===== src/verilog/fbsd_pkg.sv =====
// Package of constants and types for the fieldbus slave diagnostic status encoder.
package fbsd_pkg;
   // ==========================================================================
   // Avalon-MM register map (byte addresses, one word each)
   // ==========================================================================
   localparam logic [7:0] FBSD_ADDR_CTRL     = 8'h00;
   localparam logic [7:0] FBSD_ADDR_HOST     = 8'h04;
   localparam logic [7:0] FBSD_ADDR_NET      = 8'h08;
   localparam logic [7:0] FBSD_ADDR_LINK     = 8'h0c;
   localparam logic [7:0] FBSD_ADDR_NODESEL  = 8'h10;
   localparam logic [7:0] FBSD_ADDR_NODEST   = 8'h14;
   localparam logic [7:0] FBSD_ADDR_DIAG     = 8'h18;
   localparam logic [7:0] FBSD_ADDR_STATE    = 8'h1c;
   localparam logic [7:0] FBSD_ADDR_COUNT    = 8'h20;
   localparam logic [7:0] FBSD_ADDR_NODEOUT  = 8'h24;
   localparam logic [31:0] FBSD_UNMAPPED_RD  = 32'h0000_0000;

   // ==========================================================================
   // Field positions
   // ==========================================================================
   // Host register: [2:0] host state select, [3] slave error, [4] bad identity,
   // [5] init error, [6] absent, [7] link error, [8] missing link,
   // [9] unexpected link, [13:10] port A..D, [14] host link failed.
   localparam int FBSD_HOST_ERR_LSB  = 3;
   localparam int FBSD_HOST_PORT_LSB = 10;
   localparam int FBSD_HOST_WC_BIT   = 14;
   // Net register: [0] online, [1] dup check passed, [2] comm error,
   // [3] timeout, [4] bus off, [5] supply error, [6] port error, [7] dup failed.
   localparam int FBSD_NET_ONLINE = 0;
   localparam int FBSD_NET_DUPOK  = 1;
   localparam int FBSD_NET_COMERR = 2;
   localparam int FBSD_NET_TMO    = 3;
   localparam int FBSD_NET_BUSOFF = 4;
   localparam int FBSD_NET_VOLT   = 5;
   localparam int FBSD_NET_PORTER = 6;
   localparam int FBSD_NET_DUPBAD = 7;
   // Link register: [5:0] node link state, [8] io run error, [9] idle/fault,
   // [10] module diag pending, [11] module diag enabled.
   localparam int FBSD_LINK_IOERR = 8;
   localparam int FBSD_LINK_IDLE  = 9;
   localparam int FBSD_LINK_MDIAG = 10;
   localparam int FBSD_LINK_MDEN  = 11;
   // Ctrl register: [0] cycle strobe (write 1 to latch outputs), [1] diag set,
   // [2] diag read acknowledge.
   localparam int FBSD_CTRL_CYCLE = 0;
   localparam int FBSD_CTRL_DSET  = 1;
   localparam int FBSD_CTRL_DACK  = 2;

   // ==========================================================================
   // Sizes, reset values and codes
   // ==========================================================================
   localparam int FBSD_NODES    = 64;
   localparam int FBSD_NODE_AW  = 6;
   localparam logic [31:0] FBSD_HOST_RST = 32'h0000_0000;
   localparam logic [31:0] FBSD_NET_RST  = 32'h0000_0000;
   localparam logic [31:0] FBSD_LINK_RST = 32'h0000_0000;

   localparam logic [3:0] FBSD_ST_INIT = 4'h1;
   localparam logic [3:0] FBSD_ST_PRE  = 4'h2;
   localparam logic [3:0] FBSD_ST_BOOT = 4'h3;
   localparam logic [3:0] FBSD_ST_SAFE = 4'h4;
   localparam logic [3:0] FBSD_ST_OPER = 4'h8;

   localparam logic [5:0] FBSD_NL_OK      = 6'h00;
   localparam logic [5:0] FBSD_NL_DEACT   = 6'h01;
   localparam logic [5:0] FBSD_NL_MISSING = 6'h02;
   localparam logic [5:0] FBSD_NL_READY   = 6'h12;
   localparam logic [5:0] FBSD_NL_HBEAT   = 6'h28;
   localparam logic [5:0] FBSD_NL_SHUT    = 6'h29;
   localparam logic [5:0] FBSD_NL_KVEND   = 6'h2a;
   localparam logic [5:0] FBSD_NL_KTYPE   = 6'h2b;
   localparam logic [5:0] FBSD_NL_KPROD   = 6'h2c;
   localparam logic [5:0] FBSD_NL_KREV    = 6'h2d;
   localparam logic [5:0] FBSD_NL_STARTUP = 6'h2e;
   localparam logic [5:0] FBSD_NL_PSIZE   = 6'h2f;
   localparam logic [5:0] FBSD_NL_CSIZE   = 6'h30;
   localparam logic [5:0] FBSD_NL_IDLE    = 6'h31;

   localparam logic [7:0] FBSD_CPL_RUN   = 8'h00;
   localparam logic [7:0] FBSD_CPL_IOERR = 8'h01;
   localparam logic [7:0] FBSD_CPL_MDIAG = 8'h08;
   localparam logic [7:0] FBSD_CPL_IDLE  = 8'h80;

   // Blink timing: 200 ms flashing phase, 1000 ms single flash period.
   localparam int FBSD_CLK_HZ     = 50_000_000;
   localparam int FBSD_BLINK_MS   = 200;
   localparam int FBSD_SFLASH_MS  = 1000;
   localparam int FBSD_BLINK_CYC  = FBSD_CLK_HZ / 1000 * FBSD_BLINK_MS;
   localparam int FBSD_SFLASH_PH  = FBSD_SFLASH_MS / FBSD_BLINK_MS;

   // Host state select codes, one-hot host side state machine.
   typedef enum logic [4:0] {
      FBSD_HS_INIT = 5'b00001,
      FBSD_HS_PRE  = 5'b00010,
      FBSD_HS_BOOT = 5'b00100,
      FBSD_HS_SAFE = 5'b01000,
      FBSD_HS_OPER = 5'b10000
   } fbsd_host_st_t;
endpackage


===== src/verilog/fbsd_node_if.sv =====
// Interface between the encoder and its node state memory.
`timescale 1ns/10ps
interface fbsd_node_if;
   import fbsd_pkg::*;
   logic                    we;
   logic [FBSD_NODE_AW-1:0] waddr;
   logic [7:0]              wdata;
   logic [FBSD_NODE_AW-1:0] raddr;
   logic [7:0]              rdata;
   modport ctrl (output we, output waddr, output wdata, output raddr, input rdata);
   modport mem  (input we, input waddr, input wdata, input raddr, output rdata);
endinterface


===== src/verilog/fbsd_status.sv =====
// Fieldbus slave diagnostic status encoder with Avalon-MM register access.
//
// Function
// - Run indicator dark in initialisation or firmware update state.
// - Run indicator blinks while pre-operational.
// - Single flash in safe-operational; outputs held in safe state.
// - Run indicator steadily lit when operational.
// - Green network indicator lit when online, dark when offline.
// - Green blinks after duplicate address check passes but master talk fails.
// - Red blinks on master communication error or timeout.
// - Red steady on bus-off, supply error, port error or failed address check.
// - Working counter bit 0 for valid data, 1 when host link failed.
// - State word low digit encodes host state 1,2,3,4,8.
// - State word bits flag slave, identity, init, absent and link errors.
// - Top four state word bits select port A through D.
// - Error count equals number of nodes with non-zero node state.
// - Diagnostic pending flag is 1 while unread diagnostics wait.
// - Node link code 0 ok, 1 deactivated, 2 missing, 18 ready.
// - Node link code 40 heartbeat missing, 41 shutdown received.
// - Electronic key mismatch codes 42 to 45.
// - Codes 46 startup fault, 47/48 data size, 49 idle.
// - Coupler code 00 run, 01 error, 80 idle, 08 diagnostics pending.
`timescale 1ns/10ps
module fbsd_status
   import fbsd_pkg::*;
(
   input  wire logic        mclk,
   input  wire logic        nrst,
   input  wire logic [7:0]  avs_address,
   input  wire logic        avs_read,
   input  wire logic        avs_write,
   input  wire logic [31:0] avs_writedata,
   input  wire logic [3:0]  avs_byteenable,
   output logic [31:0]      avs_readdata,
   output logic             avs_waitrequest,
   output logic             run_led,
   output logic             network_status_led_green,
   output logic             network_status_led_red,
   output logic             safe_outputs,
   output logic             working_counter_state,
   output logic [15:0]      state_word,
   output logic [7:0]       error_count,
   output logic             diag_pending_flag,
   output logic [7:0]       node_link_state,
   output logic [7:0]       io_coupler_state
);
   // =========================================================================
   // Declarations
   // =========================================================================
   fbsd_node_if nif ();

   logic [31:0]             host_q;
   logic [31:0]             net_q;
   logic [31:0]             link_q;
   logic [FBSD_NODE_AW-1:0] nodesel_q;
   logic                    cycle_q;
   logic                    ack_q;
   logic                    rd_pend_q;
   logic [31:0]             rdata_q;
   logic                    diag_q;
   logic [31:0]             blink_cnt_q;
   logic                    blink_q;
   logic [2:0]              phase_q;
   logic                    sflash_q;
   logic [FBSD_NODE_AW:0]   scan_q;
   logic [7:0]              cnt_acc_q;
   logic [7:0]              cnt_q;
   logic                    scan_vld_q;
   fbsd_host_st_t           hst_q;
   logic                    wr_hit;
   logic                    rd_hit;
   logic [31:0]             be_mask;

   // =========================================================================
   // Helper functions
   // =========================================================================
   function automatic logic [31:0] merge(input logic [31:0] old, input logic [31:0] nw,
                                         input logic [31:0] m);
      merge = (old & ~m) | (nw & m);
   endfunction

   function automatic fbsd_host_st_t host_dec(input logic [2:0] sel);
      case (sel)
         3'h1:    host_dec = FBSD_HS_PRE;
         3'h2:    host_dec = FBSD_HS_BOOT;
         3'h3:    host_dec = FBSD_HS_SAFE;
         3'h4:    host_dec = FBSD_HS_OPER;
         default: host_dec = FBSD_HS_INIT;
      endcase
   endfunction

   // =========================================================================
   // Avalon-MM slave: one wait cycle, then the access completes.
   // =========================================================================
   assign wr_hit = avs_write & ~ack_q;
   assign rd_hit = avs_read & ~ack_q;

   genvar gb;
   generate
      for (gb = 0; gb < 4; gb++) begin : g_be
         assign be_mask[gb*8 +: 8] = {8{avs_byteenable[gb]}};
      end
   endgenerate

   always_ff @(posedge mclk or negedge nrst) begin
      if (!nrst) begin
         ack_q <= 1'b0;
      end else begin
         ack_q <= (avs_read | avs_write) & ~ack_q;
      end
   end

   always_ff @(posedge mclk or negedge nrst) begin
      if (!nrst) begin
         avs_waitrequest <= 1'b1;
      end else begin
         avs_waitrequest <= ~((avs_read | avs_write) & ~ack_q);
      end
   end

   always_ff @(posedge mclk or negedge nrst) begin
      if (!nrst) begin
         host_q    <= FBSD_HOST_RST;
         net_q     <= FBSD_NET_RST;
         link_q    <= FBSD_LINK_RST;
         nodesel_q <= '0;
      end else if (wr_hit) begin
         case (avs_address)
            FBSD_ADDR_HOST:    host_q    <= merge(host_q, avs_writedata, be_mask);
            FBSD_ADDR_NET:     net_q     <= merge(net_q, avs_writedata, be_mask);
            FBSD_ADDR_LINK:    link_q    <= merge(link_q, avs_writedata, be_mask);
            FBSD_ADDR_NODESEL: nodesel_q <= avs_writedata[FBSD_NODE_AW-1:0];
            default: ;
         endcase
      end
   end

   // Cycle strobe latches the whole coded diagnostic output set at once.
   always_ff @(posedge mclk or negedge nrst) begin
      if (!nrst) begin
         cycle_q <= 1'b0;
      end else begin
         cycle_q <= wr_hit & (avs_address == FBSD_ADDR_CTRL) & avs_writedata[FBSD_CTRL_CYCLE];
      end
   end

   // Node state writes go straight into the memory.
   assign nif.we    = wr_hit & (avs_address == FBSD_ADDR_NODEST);
   assign nif.waddr = nodesel_q;
   assign nif.wdata = avs_writedata[7:0];
   assign nif.raddr = scan_q[FBSD_NODE_AW-1:0];

   fbsd_node_mem u_mem (
      .mclk (mclk),
      .nif  (nif)
   );

   // Read data are registered in the wait cycle and held through the acknowledge cycle.
   always_ff @(posedge mclk or negedge nrst) begin
      if (!nrst) begin
         rd_pend_q <= 1'b0;
         rdata_q   <= '0;
      end else begin
         rd_pend_q <= rd_hit;
         if (rd_hit) begin
            case (avs_address)
               FBSD_ADDR_HOST:    rdata_q <= host_q;
               FBSD_ADDR_NET:     rdata_q <= net_q;
               FBSD_ADDR_LINK:    rdata_q <= link_q;
               FBSD_ADDR_NODESEL: rdata_q <= {26'h0, nodesel_q};
               FBSD_ADDR_DIAG:    rdata_q <= {31'h0, diag_pending_flag};
               FBSD_ADDR_STATE:   rdata_q <= {15'h0, working_counter_state, state_word};
               FBSD_ADDR_COUNT:   rdata_q <= {24'h0, error_count};
               FBSD_ADDR_NODEOUT: rdata_q <= {16'h0, io_coupler_state, node_link_state};
               default:           rdata_q <= FBSD_UNMAPPED_RD;
            endcase
         end
      end
   end
   assign avs_readdata = rdata_q;

   // =========================================================================
   // Diagnostic pending flag; a new set wins over a simultaneous read ack.
   // =========================================================================
   always_ff @(posedge mclk or negedge nrst) begin
      if (!nrst) begin
         diag_q <= 1'b0;
      end else if (wr_hit && avs_address == FBSD_ADDR_CTRL && avs_writedata[FBSD_CTRL_DSET]) begin
         diag_q <= 1'b1;
      end else if (wr_hit && avs_address == FBSD_ADDR_CTRL && avs_writedata[FBSD_CTRL_DACK]) begin
         diag_q <= 1'b0;
      end
   end

   // =========================================================================
   // Blink generator: 200 ms phases; single flash is one lit phase in five.
   // =========================================================================
   always_ff @(posedge mclk or negedge nrst) begin
      if (!nrst) begin
         blink_cnt_q <= '0;
         blink_q     <= 1'b0;
         phase_q     <= '0;
         sflash_q    <= 1'b0;
      end else if (blink_cnt_q == 32'(FBSD_BLINK_CYC - 1)) begin
         blink_cnt_q <= '0;
         blink_q     <= ~blink_q;
         phase_q     <= (phase_q == 3'(FBSD_SFLASH_PH - 1)) ? 3'h0 : phase_q + 3'h1;
         sflash_q    <= (phase_q == 3'(FBSD_SFLASH_PH - 1));
      end else begin
         blink_cnt_q <= blink_cnt_q + 32'h1;
      end
   end

   // =========================================================================
   // Host side state machine follows the software selection.
   // =========================================================================
   always_ff @(posedge mclk or negedge nrst) begin
      if (!nrst) begin
         hst_q <= FBSD_HS_INIT;
      end else begin
         hst_q <= host_dec(host_q[2:0]);
      end
   end

   // Indicators are not tied to the data cycle: they must show state while
   // the bus is idle, so they track every clock.
   always_ff @(posedge mclk or negedge nrst) begin
      if (!nrst) begin
         run_led      <= 1'b0;
         safe_outputs <= 1'b1;
      end else begin
         case (hst_q)
            FBSD_HS_INIT: run_led <= 1'b0;
            FBSD_HS_BOOT: run_led <= 1'b0;
            FBSD_HS_PRE:  run_led <= blink_q;
            FBSD_HS_SAFE: run_led <= sflash_q;
            FBSD_HS_OPER: run_led <= 1'b1;
            default:      run_led <= 1'b0;
         endcase
         safe_outputs <= (hst_q != FBSD_HS_OPER);
      end
   end

   always_ff @(posedge mclk or negedge nrst) begin
      if (!nrst) begin
         network_status_led_green <= 1'b0;
         network_status_led_red   <= 1'b0;
      end else begin
         if (net_q[FBSD_NET_DUPOK] && (net_q[FBSD_NET_COMERR] || net_q[FBSD_NET_TMO])) begin
            network_status_led_green <= blink_q;
         end else begin
            network_status_led_green <= net_q[FBSD_NET_ONLINE];
         end
         if (net_q[FBSD_NET_BUSOFF] || net_q[FBSD_NET_VOLT] || net_q[FBSD_NET_PORTER] ||
             net_q[FBSD_NET_DUPBAD]) begin
            network_status_led_red <= 1'b1;
         end else begin
            network_status_led_red <= (net_q[FBSD_NET_COMERR] | net_q[FBSD_NET_TMO]) & blink_q;
         end
      end
   end

   // =========================================================================
   // Faulty node count: continuous scan of the node memory.
   // =========================================================================
   always_ff @(posedge mclk or negedge nrst) begin
      if (!nrst) begin
         scan_q     <= '0;
         scan_vld_q <= 1'b0;
         cnt_acc_q  <= '0;
         cnt_q      <= '0;
      end else begin
         scan_q     <= (scan_q == 7'(FBSD_NODES)) ? '0 : scan_q + 7'h1;
         scan_vld_q <= (scan_q != 7'(FBSD_NODES));
         if (scan_q == 7'(FBSD_NODES)) begin
            cnt_q     <= cnt_acc_q + 8'(scan_vld_q && nif.rdata != 8'h00);
            cnt_acc_q <= '0;
         end else if (scan_vld_q && nif.rdata != 8'h00) begin
            cnt_acc_q <= cnt_acc_q + 8'h1;
         end
      end
   end

   // =========================================================================
   // Coded diagnostic outputs, latched once per process data cycle.
   // =========================================================================
   always_ff @(posedge mclk or negedge nrst) begin
      if (!nrst) begin
         working_counter_state <= 1'b0;
         state_word            <= {12'h0, FBSD_ST_INIT};
         error_count           <= '0;
         diag_pending_flag     <= 1'b0;
         node_link_state       <= '0;
         io_coupler_state      <= FBSD_CPL_RUN;
      end else if (cycle_q) begin
         working_counter_state <= host_q[FBSD_HOST_WC_BIT];
         state_word[15:12] <= host_q[FBSD_HOST_PORT_LSB +: 4];
         state_word[11:4]  <= {host_q[FBSD_HOST_ERR_LSB + 6 -: 4], 1'b0,
                               host_q[FBSD_HOST_ERR_LSB +: 3]};
         case (hst_q)
            FBSD_HS_PRE:  state_word[3:0] <= FBSD_ST_PRE;
            FBSD_HS_BOOT: state_word[3:0] <= FBSD_ST_BOOT;
            FBSD_HS_SAFE: state_word[3:0] <= FBSD_ST_SAFE;
            FBSD_HS_OPER: state_word[3:0] <= FBSD_ST_OPER;
            default:      state_word[3:0] <= FBSD_ST_INIT;
         endcase
         error_count       <= cnt_q;
         diag_pending_flag <= diag_q;
         // Software writes the 6-bit code directly; values 0..2, 18, 40..49.
         node_link_state <= {2'b00, link_q[5:0]};
         if (link_q[FBSD_LINK_IDLE]) begin
            io_coupler_state <= FBSD_CPL_IDLE;
         end else if (link_q[FBSD_LINK_IOERR]) begin
            io_coupler_state <= FBSD_CPL_IOERR;
         end else if (link_q[FBSD_LINK_MDIAG] && link_q[FBSD_LINK_MDEN]) begin
            io_coupler_state <= FBSD_CPL_MDIAG;
         end else begin
            io_coupler_state <= FBSD_CPL_RUN;
         end
      end
   end
endmodule


===== src/verilog/fbsd_node_mem.sv =====
// Node state memory with registered read data.
`timescale 1ns/10ps
module fbsd_node_mem
   import fbsd_pkg::*;
(
   input wire logic mclk,
   fbsd_node_if.mem nif
);
   logic [7:0] mem_q [FBSD_NODES];
   logic [7:0] rdata_q;

   always_ff @(posedge mclk) begin
      if (nif.we) begin
         mem_q[nif.waddr] <= nif.wdata;
      end
      rdata_q <= mem_q[nif.raddr];
   end
   assign nif.rdata = rdata_q;
endmodule


===== config.mk =====
export PLATFORM = sky130hd
export DESIGN_NAME = fbsd_status
export DESIGN_NICKNAME = d
export VERILOG_FILES = /design/src/verilog/fbsd_pkg.sv /design/src/verilog/fbsd_node_if.sv /design/src/verilog/fbsd_status.sv /design/src/verilog/fbsd_node_mem.sv
export SDC_FILE = /design/constraint.sdc
export NUM_CORES = 1
export LEC_CHECK = 0
export ABC_AREA = 1
export BUFFER_PORTS_ARGS = -buffer_cell sky130_fd_sc_hd__clkbuf_2
export CORE_MARGIN = 1
export CORE_UTILIZATION = 55
export DETAILED_ROUTE_END_ITERATION = 7
export MAX_ROUTING_LAYER = met4
export PLACE_DENSITY_LB_ADDON = 0.2
export SLEW_MARGIN = 20
export SYNTH_ARGS = -nofsm -noshare
export SYNTH_HDL_FRONTEND = slang
export SYNTH_SLANG_ARGS = --single-unit

===== constraint.sdc =====
create_clock -name mclk -period 1.7 [get_ports mclk]
set_input_delay 0.51 -clock mclk [delete_from_list [all_inputs] [get_ports mclk]]
set_output_delay 0.51 -clock mclk [all_outputs]
set_load 0.02 [all_outputs]

Word-level counts from Yosys, hierarchy flattened

Memory sizes are Yosys's and may differ from the RTL's. A register that Yosys moved wholly into a read port is not among the register bits.
Cells that the tools add are included.

Output and inout bits: 79
Word-level logic and storage cells: 112
Bits in writable memories: 512
Register bits: 247
Latch bits: 0
Input port bits: 48
Memory bits (read-only): 0
Memories kept: 1

Memory list:

| name        | depth | width | read ports | clocked after Yosys merged registers in | write ports | RTL line           | RTL |
|---|---|---|---|---|---|---|---|
| u_mem.mem_q | 64    | 8     | 1          | 1                                       | 1           | fbsd_node_mem.sv:9 | `logic [7:0] mem_q [FBSD_NODES];` |

Div/mod/pow operators: 0
Muxes and demuxes: 18
Bitwise logic cells: 20
Multiply operators: 0
$lt $le $gt $ge: 0
Shifts and indexed selects: 0
$add $sub $neg: 5
Reductions and logical operators: 18
Eq/ne operators: 22

Operator list:

| operator                                                           | count |
|---|---|
| 32-bit case mux with 8 select lines                                | 1 |
| 32-bit AND                                                         | 4 |
| 32-bit OR                                                          | 3 |
| 32-bit by 1-bit adder with 32-bit output (second input constant)   | 1 |
| 32-bit by 24-bit == test with 1-bit output (second input constant) | 1 |
| 8-bit by 5-bit == test with 1-bit output (second input constant)   | 4 |
| 32-bit 2-to-1 mux                                                  | 1 |
| 32-bit NOT                                                         | 1 |
| 8-bit 2-to-1 mux                                                   | 3 |
| 5-bit case mux with 4 select lines                                 | 1 |
| 8-bit by 4-bit == test with 1-bit output (second input constant)   | 2 |
| 8-bit by 6-bit == test with 1-bit output (second input constant)   | 2 |
| 4-bit case mux with 4 select lines                                 | 1 |
| 8-bit by 1-bit adder with 8-bit output                             | 1 |
| 8-bit by 1-bit adder with 8-bit output (second input constant)     | 1 |
| 8-bit by 3-bit == test with 1-bit output (second input constant)   | 1 |
| 8-bit zero test                                                    | 1 |
| 4-bit 2-to-1 mux                                                   | 2 |
| 2-bit AND reduction                                                | 4 |
| 8-bit nonzero test                                                 | 1 |
| 7-bit by 1-bit adder with 7-bit output (second input constant)     | 1 |
| 1-bit AND                                                          | 7 |
| 7-bit == test (second input constant)                              | 1 |
| 7-bit 2-to-1 mux                                                   | 1 |
| 18 further kinds                                                   | 37 |

Logic depth before layout (Yosys ltp)

Depth after elaboration: 6
Gate-level depth with buffers: 13
Mapped depth without buffers: 11

Modules after synthesis

From an unflattened synthesis, not the netlist that was laid out.

Cell total of the unflattened synthesis: 3226
Area total of the unflattened synthesis: 33089.2 um2

Modules (own cells, without submodules):

| module        | cells each | instances | area an instance (um2) | sequential area each (um2) |
|---|---|---|---|---|
| fbsd_node_mem | 1805       | 1         | 21339.2                | 15534.9 |
| fbsd_status   | 1421       | 1         | 11750.0                | 6060.8 |

Least setup slack after synthesis

Ideal clock, no wire load.

Path type: input to register
From: in avs_address[6]
To: mem u_mem.mem_q[58][0] (enable)
Stages: 9
Path buffers: 0
Arrival time: 1.718 ns
Required time: 1.330 ns
Library setup time: 0.370 ns
Path slack: -0.389 ns
Path through: inv_1 > nand2_2 > nor2_4 > nand2_1 > inv_2 > nand3_2 > nor2_4 > nand3_2 > nor2_1

Longest elaborated chain between the ends: 4

Ends and longest elaborated chain:

| element                                  | RTL line            | RTL |
|---|---|---|
| start, declared                          | fbsd_status.sv:29   | `input wire logic [7:0] avs_address,` |
| 8-bit by 5-bit == test with 1-bit output | fbsd_status.sv:148  | `assign nif.we = wr_hit & (avs_address == FBSD_ADDR_NODEST);` |
| 1-bit AND                                | fbsd_status.sv:148  |  |
| 1-bit 2-to-1 mux                         | fbsd_node_mem.sv:13 | `if (nif.we) begin` |
| 1-bit 2-to-1 mux (not written as such)   | fbsd_node_mem.sv:14 | `mem_q[nif.waddr] <= nif.wdata;` |
| end, declared                            | fbsd_node_mem.sv:9  |  |

No other way between the ends.

==> results.json <==
{
  "hold_depth": 3,
  "synth_cell_types": 41,
  "critPathBufInv": 3,
  "setup_tns_ns": -19.85,
  "fin_skew_ns": 0.02435,
  "antenna_cells": 0,
  "vias": 25360,
  "drive_gt1_share_pct": 18.06,
  "layout_setup_ws_ns": -0.2194,
  "reg2regPathDepth": 12,
  "clkSinkCount": 762,
  "routedWlPerCell_um": 18.41,
  "grt_max_degree": 63,
  "vdd_drop_max_mv": 0.8397,
  "syn-instance-count": 3554,
  "detailed_place_hpwl_mm": 58.51,
  "synth.avg_cell_area_um2": 9.390,
  "ys_ff_latch": 762,
  "violations": "setup timing",
  "maxCapViolCount": 0,
  "critPathArrivalTime_ns": 2.44,
  "finalSetupViolations": 474,
  "r2r-end": "u_mem.nif.rdata[6]",
  "max_freq_ghz": 0.5210,
  "status": "finished, violations left",
  "io_buffers": 118,
  "start_kind": "flip-flop",
  "die_y_um": 248.3,
  "cp_max_fo": 19,
  "synth_top_cell_area_share_pct": 46.07,
  "synthArstFlopShare_pct": 31.76,
  "slowest_delay_ns": 0.50,
  "die_x_um": 248.3,
  "power_density_nw_per_um2": 914.3,
  "avgViaCountPerCell": 5.291,
  "nets": 4010,
  "seq_area_frac_synth_pct": 64.71,
  "grt-ovfl-total": 0,
  "cts_made_buffers": 78,
  "fin_crit_ns": 1.919,
  "post_dp_cell_area_um2": 37400,
  "ys.flop_type": "edfxtp_1",
  "hold_start": "avs_writedata[17]",
  "cts_buffer_depth": 3,
  "netlist_top_cells_area": "edfxtp_1, dfrtp_1, nand2_1",
  "rsz0062_at_grt": "yes",
  "drt-total-wl_mm": 88.24,
  "critical_path_class": "reg -> reg",
  "grt.total_usage_pct": 30.07,
  "syn2layout_area_growth_pct": 24.87,
  "grt_pass1_vias": 24350,
  "ioPinCount": 127,
  "yosys_warnings": 0,
  "r2r_slack_ns": -0.22,
  "yosys.area.top_type": "edfxtp_1",
  "cp_num_cells": 12,
  "cp-end-kind": "flip-flop",
  "fin_area_um2": 41670,
  "clkLatencyLatePin_ns": 0.63,
  "fillers": 4316,
  "r2r_start": "scan_q[0]",
  "htree_levels": 3,
  "hold_class": "in -> reg",
  "critPathSlowestCell": "dfrtp_4",
  "synth-edff-count": 512,
  "grt_pass1_wl_mm": 136.3,
  "crit_chain": "buf_12 -> buf_12 -> nand2_1 -> nand3_1 -> nand2_1 -> nand2_1 -> nand2_1 -> nor2_1 -> buf_4 -> nor2_1 -> nor2_1 -> nand2_1",
  "place.gp.congestion": 0.9797,
  "drv_slew": 0,
  "drtIter0Drc": 2375,
  "core-area_um2": 59460,
  "dpl_worst_slack_ns": -0.5078,
  "drtAntennaViolNets": 0,
  "drtPass1Iterations": 5,
  "dieArea_um2": 61670,
  "required_ns": 2.22,
  "drc": 0,
  "crit_family": "simple AND/OR/NAND/NOR gates",
  "cts_tree": "yes",
  "clk_pin_slew_ns": 0.07,
  "hold_viol": 0,
  "antenna_found_initial": 0,
  "floorplan.initialDensity_pct": 56.12,
  "syn_area_um2": 33370,
  "min_period_over_period_pct": 112.9,
  "std_cell_rows": 89,
  "cpMostUsedCell": "nand2_1",
  "p_leak_nw": 18.97,
  "cts-root-buf": "clkbuf_16"
}
## area by class of cell
type	instances	area (µm²)	area share, %
clock buffer	97	2053	4.927
clock inverter	49	513.0	1.231
inverter	461	1762	4.228
multi-input combinational	2189	10020	24.05
sequential	762	21610	51.85
tap	773	967.2	2.321
timing repair buffer	462	4745	11.39
## placed cells by master (no fill, tap or decap), drive strengths merged
master / instances
a21boi: 1
mux2: 1
dfrtp: 238
edfxtp: 512
a21oi: 36
xnor2: 6
nand2: 1349
dfxtp: 8
a31oi: 2
inv: 469
o21a: 1
clkinvlp: 2
and2: 1
nor4: 3
nand3: 301
o21ai: 157
clkinv: 32
buf: 395
conb: 8
ha: 8
nand4: 19
nor2: 235
o31ai: 1
nor3b: 1
bufinv: 7
nor3: 26
dlygate4sd3: 1
nand3b: 1
xor2: 28
clkbuf: 163
or2: 2
and3: 1
dfstp: 4
o221ai: 1
## routing by layer
| metal | global-route usage [%] | share of wire, % |
|---|---|---|
| met3 | 4.277 | 8.1 |
| met5 | - | 0 |
| met4 | 9.720 | 2.9 |
| met2 | 47.07 | 47 |
| met1 | 40.74 | 42 |
## synth_stat cells, types with 3 or more instances
cell      instances
a21oi_1          36
buf_1             8
buf_2            73
buf_4            20
buf_6             4
clkbuf_1         44
dfrtp_1         238
dfstp_2           4
dfxtp_1           8
edfxtp_1        512
ha_1              8
inv_1           455
inv_2             4
nand2_1        1347
nand3_1         291
nand3_2          10
nand4_1          19
nor2_1          228
nor2_2            3
nor2_4            4
nor3_1           23
nor3_2            3
nor4_1            3
o21ai_0         152
o21ai_1           5
xnor2_1           6
xor2_1           28
## worst reg2reg max path, cell delays in order, from the launching register on
cell and delay [ns]:
dfrtp_4 0.50, buf_12 0.23, buf_12 0.20, nand2_1 0.08, nand3_1 0.10, nand2_1 0.06, nand2_1 0.05, nand2_1 0.08
nor2_1 0.12, buf_4 0.15, nor2_1 0.04, nor2_1 0.16, nand2_1 0.07
## kinds of logic (layout without fill, tap and decap cells)
| logic type | after synthesis | count (layout) | share of synthesized area (%) |
|---|---|---|---|
| simple gates | 1939 | 1939 | 23.58 |
| flops | 762 | 762 | 64.71 |
| buf+inv | 610 | 1069 | 7.450 |
| compound gates | 199 | 199 | 3.026 |
| xor+xnor | 34 | 34 | 0.8923 |
| fa+ha+maj | 8 | 8 | 0.3000 |
| other cells | 1 | 8 | 0.01124 |
| mux | 1 | 1 | 0.03374 |
## stage by stage
| stage | power, mW | hold slack (ns) | util [%] | cells |
|---|---|---|---|---|
| 2_1_floorplan | 20.52 | 0.2144 | - | 3561 |
| 3_3_place_gp | 21.22 | 0.3714 | 62.89 | 4600 |
| 3_5_place_dp | 21.23 | 0.3739 | 62.89 | 4600 |
| 4_1_cts | 38.26 | 0.1067 | 69.22 | 4775 |
| 5_1_grt | 39.13 | 0.1335 | 70.08 | 4793 |
| 6_report | 38.10 | 0.1391 | 70.08 | 4793 |
## timing repair
item | in CTS | in global routing
gates cloned | 0 | 1
endpoints found under the hold margin | 50 | 0
buffers inserted | 28 | 17
pin swaps | 17 | 13
gates resized for setup | 231 | 155
hold buffers | 1 | 0
setup endpoints to repair | 603 | 624
## how the worst max path moves through the flow
stage	start	to	slack, ns
floorplan	avs_address[0]	u_mem.mem_q[14][0]	-0.27
global placement	avs_address[6]	u_mem.mem_q[5][7]	-0.47
detailed placement	avs_address[6]	u_mem.mem_q[13][1]	-0.51
CTS	scan_q[0]	scan_q[6]	-0.18
global route	scan_q[0]	u_mem.nif.rdata[2]	-0.33
finish	scan_q[0]	u_mem.nif.rdata[6]	-0.22
## where the power goes
part | total [mW] | leakage [nW] | internal [mW] | switching [mW]
Combinational | 0.956 | 9.75 | 0.250 | 0.706
Sequential | 19.9 | 7.97 | 19.9 | 0.0488
Clock | 17.2 | 1.25 | 9.80 | 7.40
Note: power is estimated with default switching activity, not from simulation.
